### config.mk
export PLATFORM = sky130hd
export DESIGN_NAME = ssr_status
export DESIGN_NICKNAME = d
export VERILOG_FILES = /design/src/inc/ssr_pkg.sv /design/src/rtl/ssr_status.sv
export SDC_FILE = /design/constraint.sdc
export NUM_CORES = 1
export LEC_CHECK = 0
export BUFFER_PORTS_ARGS = -buffer_cell sky130_fd_sc_hd__buf_2
export CORE_AREA = 2 2 116 118
export DETAILED_ROUTE_END_ITERATION = 10
export DIE_AREA = 0 0 118 120
export PLACE_DENSITY = 0.84
export SETUP_SLACK_MARGIN = 0.1
export SLEW_MARGIN = 20
export SYNTH_ARGS = -nofsm -noshare
export SYNTH_HDL_FRONTEND = slang
export SYNTH_SLANG_ARGS = --single-unit
### constraint.sdc
create_clock -name SYS_CLK_IN -period 5.7 [get_ports SYS_CLK_IN]
set_clock_uncertainty 0.1 [all_clocks]
set_input_delay 0.855 -clock SYS_CLK_IN [delete_from_list [all_inputs] [get_ports SYS_CLK_IN]]
set_output_delay 0.855 -clock SYS_CLK_IN [all_outputs]
set_load 0.005 [all_outputs]
### src/inc/ssr_pkg.sv
// Constants and types for the stepper status report block
package ssr_pkg;
  localparam int unsigned CLK_HZ = 10_000_000;
  localparam int unsigned HOLD_DELAY_MS = 3;
  localparam int unsigned HOLD_CYCLES = HOLD_DELAY_MS * (CLK_HZ / 1000);
  localparam int unsigned HOLD_CNT_W = 16;
  localparam int unsigned STEP_W = 24;
  localparam int unsigned ADDR_W = 8;

  localparam logic [7:0] OFS_FINISH = 8'h00;
  localparam logic [7:0] OFS_INPUT = 8'h04;
  localparam logic [7:0] OFS_OUTPUT = 8'h08;
  localparam logic [7:0] OFS_REMAIN = 8'h0c;
  localparam logic [7:0] OFS_CONTROL = 8'h10;
  localparam logic [7:0] OFS_COMMAND = 8'h14;
  localparam logic [7:0] OFS_STEPS = 8'h18;
  localparam logic [7:0] OFS_STATUS = 8'h1c;

  localparam int unsigned CTRL_HOLD_EN_BIT = 0;
  localparam int unsigned CTRL_INT_EN_BIT = 1;
  localparam int unsigned CMD_DIR_BIT = 3;
  localparam int unsigned STAT_BUSY_BIT = 0;
  localparam int unsigned STAT_REFUSED_BIT = 1;

  localparam logic [1:0] RESP_OKAY = 2'h0;
  localparam logic [1:0] RESP_SLVERR = 2'h2;
  localparam logic [1:0] RESP_DECERR = 2'h3;

  localparam logic [2:0] CODE_EMERGENCY_STOP = 3'h0;
  localparam logic [2:0] CODE_DECEL_STOP = 3'h1;

  typedef struct packed {
    logic flag;
    logic aborted;
    logic power_lost;
    logic outer_stop;
    logic inner_stop;
    logic [2:0] code;
  } ssr_finish_t;

  typedef struct packed {
    logic base_point;
    logic power;
    logic [1:0] spare;
    logic cw_outer;
    logic ccw_outer;
    logic cw_inner;
    logic ccw_inner;
  } ssr_input_t;

  typedef struct packed {
    logic inner_stop;
    logic outer_stop;
    logic aborted;
    logic [STEP_W-1:0] remaining;
  } ssr_done_t;

  typedef struct packed {
    logic aw_rdy;
    logic aw_full;
    logic [ADDR_W-1:0] aw_addr;
    logic w_rdy;
    logic w_full;
    logic [31:0] w_data;
    logic [3:0] w_strb;
    logic bvalid;
    logic [1:0] bresp;
    logic ar_rdy;
    logic rvalid;
    logic [31:0] rdata;
    logic [1:0] rresp;
    logic moving;
    ssr_input_t in_stat;
    logic [4:0] phase;
    ssr_finish_t fin;
    logic rd_cnt;
    logic [STEP_W-1:0] remain;
    logic hold_en;
    logic int_en;
    logic hold;
    logic [HOLD_CNT_W-1:0] hold_cnt;
    logic dir;
    logic [STEP_W-1:0] steps;
    logic refused;
    logic cmd_valid;
    logic [2:0] cmd_code;
    logic cmd_dir;
    logic irq;
  } ssr_state_t;

  localparam ssr_state_t ST_RESET = '{aw_rdy: 1'b1, w_rdy: 1'b1, ar_rdy: 1'b1, default: '0};
endpackage : ssr_pkg

### src/rtl/ssr_status.sv
// Stepper channel status report block with AXI4-Lite register slave
// Summary of operation
// - Status registers answer busy and return zero data while the motor moves.
// - During motion only emergency or decelerating stop commands are accepted.
// - Finish bits 2:0 hold the last executed command code.
// - Finish bit 3 marks a stop forced by inner limits.
// - Finish bit 4 marks a stop forced by outer limits.
// - Finish bit 5 is the inverse of motor power sense.
// - No command executes while motor power sense is low.
// - Finish bit 6 marks a motion aborted by a stop command.
// - Completion flag bit 7 sets when any command completes.
// - Second finish status read after setting clears the completion flag.
// - Bits 3 to 6 all zero means full step count was moved.
// - Input byte: ccw inner, cw inner, ccw outer, cw outer, power, base point.
// - Input bits read high unless at the switch; bits 4 and 5 undefined.
// - Input status is live, never latched.
// - Output bits 7 to 3 mirror the five phase drive outputs.
// - Hold output rises 3 ms after standstill when enabled.
// - Output bit 1 gives last direction, one for counter-clockwise.
// - Output bit 0 is unused.
// - Remaining count holds steps left after abort, zero after completion.
// - Remaining count is an unsigned magnitude.
// - Remaining count is 24 bits wide.
//
// Chosen here: the register addresses and register access over AXI4-Lite.
`timescale 1ns/1ns
module ssr_status
  import ssr_pkg::*;
#(
  parameter int unsigned HOLD_DELAY_CYCLES = HOLD_CYCLES
)
(
  input wire logic SYS_CLK_IN,
  input wire logic RST_N_IN,
  input wire logic CE_IN,
  input wire logic [ADDR_W-1:0] S_AXI_AWADDR_IN,
  input wire logic S_AXI_AWVALID_IN,
  output logic S_AXI_AWREADY_OUT,
  input wire logic [31:0] S_AXI_WDATA_IN,
  input wire logic [3:0] S_AXI_WSTRB_IN,
  input wire logic S_AXI_WVALID_IN,
  output logic S_AXI_WREADY_OUT,
  output logic [1:0] S_AXI_BRESP_OUT,
  output logic S_AXI_BVALID_OUT,
  input wire logic S_AXI_BREADY_IN,
  input wire logic [ADDR_W-1:0] S_AXI_ARADDR_IN,
  input wire logic S_AXI_ARVALID_IN,
  output logic S_AXI_ARREADY_OUT,
  output logic [31:0] S_AXI_RDATA_OUT,
  output logic [1:0] S_AXI_RRESP_OUT,
  output logic S_AXI_RVALID_OUT,
  input wire logic S_AXI_RREADY_IN,
  input wire logic MOTION_BUSY_IN,
  input wire logic MOTION_DONE_IN,
  input wire ssr_done_t MOTION_DONE_INFO_IN,
  input wire logic CCW_INNER_LIMIT_IN,
  input wire logic CW_INNER_LIMIT_IN,
  input wire logic CCW_OUTER_LIMIT_IN,
  input wire logic CW_OUTER_LIMIT_IN,
  input wire logic MOTOR_POWER_SENSE_IN,
  input wire logic BASE_POINT_INPUT_IN,
  input wire logic [4:0] PHASE_DRIVE_OUTPUTS_IN,
  output logic CMD_VALID_OUT,
  output logic [2:0] CMD_CODE_OUT,
  output logic CMD_DIR_OUT,
  output logic [STEP_W-1:0] STEP_COUNT_VALUE_OUT,
  output logic HOLD_OUTPUT_OUT,
  output logic IRQ_OUT
);

  ssr_state_t s;
  ssr_state_t next_s;
  logic ar_take;
  logic wr_go;
  logic cmd_take;
  logic cmd_ok;
  logic busy;
  logic fin_rd;
  logic status_rd;
  logic [2:0] cmd_code;

  always_comb
  begin
    next_s = s;
    ar_take = S_AXI_ARVALID_IN && s.ar_rdy;
    wr_go = s.aw_full && s.w_full && !s.bvalid;
    // Raw core busy closes the gap before its registered copy rises
    busy = s.moving || s.cmd_valid || MOTION_BUSY_IN;
    cmd_code = s.w_data[2:0];
    cmd_take = wr_go && (s.aw_addr == OFS_COMMAND) && s.w_strb[0];
    cmd_ok = cmd_take && s.in_stat.power
      && (!busy || cmd_code == CODE_EMERGENCY_STOP || cmd_code == CODE_DECEL_STOP);
    status_rd = (S_AXI_ARADDR_IN == OFS_FINISH) || (S_AXI_ARADDR_IN == OFS_INPUT)
      || (S_AXI_ARADDR_IN == OFS_OUTPUT) || (S_AXI_ARADDR_IN == OFS_REMAIN);
    fin_rd = ar_take && !busy && (S_AXI_ARADDR_IN == OFS_FINISH);

    next_s.cmd_valid = 1'b0;
    next_s.moving = MOTION_BUSY_IN;
    // Sampled every cycle that CE_IN is high, no latching
    next_s.in_stat.ccw_inner = CCW_INNER_LIMIT_IN;
    next_s.in_stat.cw_inner = CW_INNER_LIMIT_IN;
    next_s.in_stat.ccw_outer = CCW_OUTER_LIMIT_IN;
    next_s.in_stat.cw_outer = CW_OUTER_LIMIT_IN;
    next_s.in_stat.spare = 2'h0;
    next_s.in_stat.power = MOTOR_POWER_SENSE_IN;
    next_s.in_stat.base_point = BASE_POINT_INPUT_IN;
    next_s.phase = PHASE_DRIVE_OUTPUTS_IN;
    next_s.fin.power_lost = !MOTOR_POWER_SENSE_IN;

    if (S_AXI_AWVALID_IN && s.aw_rdy)
    begin
      next_s.aw_full = 1'b1;
      next_s.aw_addr = S_AXI_AWADDR_IN;
    end
    if (S_AXI_WVALID_IN && s.w_rdy)
    begin
      next_s.w_full = 1'b1;
      next_s.w_data = S_AXI_WDATA_IN;
      next_s.w_strb = S_AXI_WSTRB_IN;
    end
    if (s.bvalid && S_AXI_BREADY_IN)
    begin
      next_s.bvalid = 1'b0;
    end
    if (wr_go)
    begin
      next_s.aw_full = 1'b0;
      next_s.w_full = 1'b0;
      next_s.bvalid = 1'b1;
      next_s.bresp = RESP_OKAY;
      unique case (s.aw_addr)
        OFS_CONTROL:
        begin
          if (s.w_strb[0])
          begin
            next_s.hold_en = s.w_data[CTRL_HOLD_EN_BIT];
            next_s.int_en = s.w_data[CTRL_INT_EN_BIT];
          end
        end
        OFS_STEPS:
        begin
          for (int i = 0; i < 3; i++)
          begin
            if (s.w_strb[i])
            begin
              next_s.steps[i*8 +: 8] = s.w_data[i*8 +: 8];
            end
          end
        end
        OFS_COMMAND:
        begin
          if (cmd_ok)
          begin
            next_s.cmd_valid = 1'b1;
            next_s.cmd_code = cmd_code;
            next_s.cmd_dir = s.w_data[CMD_DIR_BIT];
            next_s.dir = s.w_data[CMD_DIR_BIT];
            next_s.fin.code = cmd_code;
            next_s.refused = 1'b0;
          end
          else if (cmd_take)
          begin
            // Refusal is visible both in the response and in the status word
            next_s.bresp = RESP_SLVERR;
            next_s.refused = 1'b1;
          end
        end
        OFS_FINISH, OFS_INPUT, OFS_OUTPUT, OFS_REMAIN, OFS_STATUS:
        begin
          next_s.bresp = RESP_OKAY;
        end
        default:
        begin
          next_s.bresp = RESP_DECERR;
        end
      endcase
    end
    next_s.aw_rdy = !next_s.aw_full && !next_s.bvalid;
    next_s.w_rdy = !next_s.w_full && !next_s.bvalid;

    if (s.rvalid && S_AXI_RREADY_IN)
    begin
      next_s.rvalid = 1'b0;
    end
    if (ar_take)
    begin
      next_s.rvalid = 1'b1;
      next_s.rresp = RESP_OKAY;
      next_s.rdata = 32'h0;
      if (busy && status_rd)
      begin
        next_s.rresp = RESP_SLVERR;
      end
      else
      begin
        unique case (S_AXI_ARADDR_IN)
          OFS_FINISH: next_s.rdata = {24'h0, s.fin};
          OFS_INPUT: next_s.rdata = {24'h0, s.in_stat};
          OFS_OUTPUT: next_s.rdata = {24'h0, s.phase, s.hold, s.dir, 1'b0};
          OFS_REMAIN: next_s.rdata = {8'h0, s.remain};
          OFS_CONTROL: next_s.rdata = {30'h0, s.int_en, s.hold_en};
          OFS_COMMAND: next_s.rdata = {28'h0, s.cmd_dir, s.cmd_code};
          OFS_STEPS: next_s.rdata = {8'h0, s.steps};
          OFS_STATUS: next_s.rdata = {30'h0, s.refused, busy};
          default: next_s.rresp = RESP_DECERR;
        endcase
      end
    end
    next_s.ar_rdy = !next_s.rvalid;

    if (fin_rd && s.fin.flag)
    begin
      if (s.rd_cnt)
      begin
        next_s.fin.flag = 1'b0;
      end
      else
      begin
        next_s.rd_cnt = 1'b1;
      end
    end
    // Completion after the read handling so a new event beats a clear
    if (MOTION_DONE_IN)
    begin
      next_s.fin.flag = 1'b1;
      next_s.rd_cnt = 1'b0;
      next_s.fin.inner_stop = MOTION_DONE_INFO_IN.inner_stop;
      next_s.fin.outer_stop = MOTION_DONE_INFO_IN.outer_stop;
      next_s.fin.aborted = MOTION_DONE_INFO_IN.aborted;
      if (MOTION_DONE_INFO_IN.inner_stop || MOTION_DONE_INFO_IN.outer_stop
          || MOTION_DONE_INFO_IN.aborted)
      begin
        next_s.remain = MOTION_DONE_INFO_IN.remaining;
      end
      else
      begin
        next_s.remain = '0;
      end
    end

    // Counter saturates so the hold level stays up for any rest length
    if (busy)
    begin
      next_s.hold_cnt = '0;
    end
    else if (s.hold_cnt < HOLD_CNT_W'(HOLD_DELAY_CYCLES))
    begin
      next_s.hold_cnt = s.hold_cnt + 1'b1;
    end
    next_s.hold = !busy && s.hold_en
      && (s.hold_cnt == HOLD_CNT_W'(HOLD_DELAY_CYCLES));
    next_s.irq = next_s.int_en && next_s.fin.flag;
  end

  always_ff @(posedge SYS_CLK_IN)
  begin
    if (!RST_N_IN)
    begin
      s <= ST_RESET;
    end
    else if (CE_IN)
    begin
      s <= next_s;
    end
  end

  assign S_AXI_AWREADY_OUT = s.aw_rdy;
  assign S_AXI_WREADY_OUT = s.w_rdy;
  assign S_AXI_BRESP_OUT = s.bresp;
  assign S_AXI_BVALID_OUT = s.bvalid;
  assign S_AXI_ARREADY_OUT = s.ar_rdy;
  assign S_AXI_RDATA_OUT = s.rdata;
  assign S_AXI_RRESP_OUT = s.rresp;
  assign S_AXI_RVALID_OUT = s.rvalid;
  assign CMD_VALID_OUT = s.cmd_valid;
  assign CMD_CODE_OUT = s.cmd_code;
  assign CMD_DIR_OUT = s.cmd_dir;
  assign STEP_COUNT_VALUE_OUT = s.steps;
  assign HOLD_OUTPUT_OUT = s.hold;
  assign IRQ_OUT = s.irq;
endmodule : ssr_status

==> summary.md <==
| Metric | Value |
|---|---|
| Worst-path clk slew | `0.06 ns` |
| Net Sw Power | `0.000587 W` |
| Root Buffer Master | `clkbuf_16` |
| CTS Sinks | `162` |
| Count of final hold-check violations | `0` |
| # hold bufs at CTS | `0` |
| Switching Share | `22.0%` |
| Clock latency on the worst-skew pair | `0.43 ns` |
| Max cap viols | `0` |
| Worst path arrival time | `3.48 ns` |
| Period utilisation layout | `56.7%` |
| Core area | `13000 µm²` |
| Internal Pwr Total | `0.00209 W` |
| Ant diodes | `0` |
| Chip Width | `118 µm` |
| Setup CP Type | `in2reg` |
| Unrepaired setup endpoints after global routing | `false` |
| Resized cells post-CTS | `0` |
| First-pass GRT wire length | `28800 µm` |
| Most Frequent Cell on Critical Path | `nand3_1` |
| Pin count of the biggest net entering global routing | `108` |
| Crit path capture type | `flop` |
| Post-synthesis register bit count | `162` |
| Crit Path Max Fanout | `32` |
| Synth Flop Type | `dfxtp_1` |
| Total track usage | `25.7%` |
| Vias in the first global route | `5551` |
| I/O Buffers | `154` |
| Drt total wl | `18000 µm` |
| Worst Setup Start Kind | `primary input` |
| Rel. slew slack | `29.5%` |
| Synth Area in Simple Gates | `19.4%` |
| Xor/xnor share of the synthesized area | `0%` |
| Number of H-tree levels | `4` |
| Hold crit path type | `reg2reg` |
| HP Start | `S_AXI_RDATA_OUT[13]` |
| Top delay family on crit path | `simple AND/OR/NAND/NOR gates` |
| Async set-or-reset flop fraction in the synthesized netlist | `0%` |
| Iteration-0 DRC Markers | `478` |
| Actual slew at the worst max-slew pin | `1.06 ns` |
| RePlAce Congestion | `0.869` |
| VDD IR max | `0.189 mV` |
| Complex-gate fraction of the synthesized area | `18.2%` |
| Cells along the critical path | `buf_2 -> nand3_1 -> a2111oi_4 -> buf_4 -> nand3_1 -> a21boi_0` |
| Register area share after synthesis | `44.0%` |
| Number of synthesis warnings | `0` |
| Post-route ant nets | `0` |
| Cts bufs inserted | `17` |
| Row cnt | `42` |
| Yosys cell types | `55` |
| Power Density | `317 nW/µm²` |
| P_leak | `3.63 nW` |
| Effective utilization at floorplan | `56.8%` |
| DRT Pass-1 Iters | `5` |
| CTS tree | `yes` |
| Max Slew Vio Count | `0` |
| Total Neg Setup Slack | `0 ns` |
| Via density | `5.58` |
| Comb pwr share | `6.8%` |
| Mux contribution to synthesized area | `8.51%` |
| Die ar. | `14200 µm²` |
| Final setup fails | `0` |
| CP startpoint | `CE_IN` |
| Status | `finished clean` |
| Post-synthesis adder-cell area fraction | `0.340%` |
| Post-CTS Setup Inserts | `0` |
| Post-Synthesis Cells | `826` |
| Share of cells above drive strength 1 | `22.0%` |
| Die height | `120 µm` |
| Nets | `999` |
| Req. time, crit path | `5.94 ns` |
| Hold slack | `0.353 ns` |
| Total gr overflow | `0` |
| Deepest clock path buffer count | `2` |
| Clk pwr share | `48.8%` |
| Critical R2R Launch | `CMD_VALID_OUT` |
| Synth Area per Inst | `8.92 µm²` |
| I/O pins | `172` |
| Post-synth EDFFs | `0` |
| Commonest non-fill, non-tap cell in the layout | `nand2_1` |
| CP Buf/Inv Count | `2` |
| Initial antenna violation count | `0` |
| Slowest-stage cell, CP | `nand3_1` |
| Commonest cells after routing, fill and taps aside | `nand2_1 (184), dfxtp_1 (162), buf_2 (153)` |
| Residual DRC count | `0` |
| Mapped Area | `7370 µm²` |
| Total vias in the final route | `6061` |
| Tmin final | `3.23 ns` |
| Per-cell routed wire length | `16.6 µm` |
| F_max | `309 MHz` |
| Slowest Stage Delay on Critical Path | `0.83 ns` |
| Flop pwr share | `44.4%` |
| Post-detail-place hpwl | `12400 µm` |
| Largest family of logic cells by synthesized area | `simple AND/OR/NAND/NOR gates` |
| Area Overhead vs Synth | `14.6%` |
path summary, 6_finish.rpt:
path | end | slack [ns] | depth (start not counted)
setup / recovery | S_AXI_RDATA_OUT[20] | 2.47 | 6
hold / removal | S_AXI_RDATA_OUT[13] | 0.35 | 2
setup reg to reg | s[6] | 3.25 | 4
hold reg to reg | S_AXI_RDATA_OUT[13] | 0.35 | 2
worst reg2reg max path: stages, from the launching register on:
cell and delay [ns]:
dfxtp_1 0.35, nor3_1 0.82, o21ai_0 0.28, or3_1 0.57, and3_1 0.22
sequential cells by signal (all words and copies together), names as in the netlist, 2 cells and up:
register	count
S_AXI_RDATA_OUT	24
CMD_CODE_OUT	3
S_AXI_BRESP_OUT	2
STEP_COUNT_VALUE_OUT	24
S_AXI_RRESP_OUT	2
s	95
cmd_code	3
layer usage:
metal  global-route usage (%)  share of wire [%]  vias up  routed length [µm]
li1                         -                  -     2956                   -
met1                     35.1                 44     2841                7960
met5                        0                  0        -                   0
met3                     7.46                7.6       30                1370
met2                     39.5                 46      234                8330
met4                     8.28                1.8        0                 333
stage by stage:
stage / total power [W] / util [%] / setup slack [ns] / instances / instance area, µm²
4_1_cts: 0.00268 / 65.0 / 2.54 / 1086 / 8440
6_report: 0.00267 / 65.1 / 2.47 / 1086 / 8440
5_1_grt: 0.00277 / 65.1 / 2.33 / 1086 / 8440
3_5_place_dp: 0.00139 / 59.8 / 2.11 / 1054 / 7760
3_3_place_gp: 0.00139 / 59.8 / 2.10 / 1054 / 7760
2_1_floorplan: 0.00133 / - / 3.29 / 833 / 7390
power by group through the flow:
stage               sequential, W  combinational [W]  clock [W]
floorplan                 0.00120           0.000120          0
global placement          0.00121           0.000175          0
detailed placement        0.00121           0.000178          0
CTS                       0.00119           0.000180    0.00132
global route              0.00119           0.000200    0.00138
finish                    0.00119           0.000181    0.00131
cells by family (layout without fill, tap and decap cells):
group,after synthesis,after routing
and+or+nand+nor,304,304
other,1,8
DFF,162,162
adders and majority gates,2,2
AOI/OAI and AO/OA,174,174
buffers and inverters,122,199
muxes,61,61
synth_stat cells (5+ instances only):
cell	count	area, µm²
a21boi_0	61	458
a21oi_1	11	55.1
a22o_1	42	368
and2_1	5	31.3
and3_1	5	31.3
buf_1	6	22.5
buf_4	63	473
clkbuf_1	42	158
dfxtp_1	162	3240
inv_1	8	30.0
mux2i_1	57	571
nand2_1	184	691
nand2b_1	9	56.3
nand3_1	29	145
nor2_1	14	52.6
nor2b_1	20	125
nor3_1	5	25.0
o211ai_1	6	45.0
o21ai_0	15	75.1
layout make-up:
class                           count  area, µm²
Clock inverter                     12        226
Sequential cell                   162       3240
Tap cell                          176        220
Inverter                            8       30.0
Multi-Input combinational cell    549       3460
Timing Repair Buffer              159        811
Clock buffer                       20        457
Fill cell                        1070       4540
(Power assumes the default switching activity.)
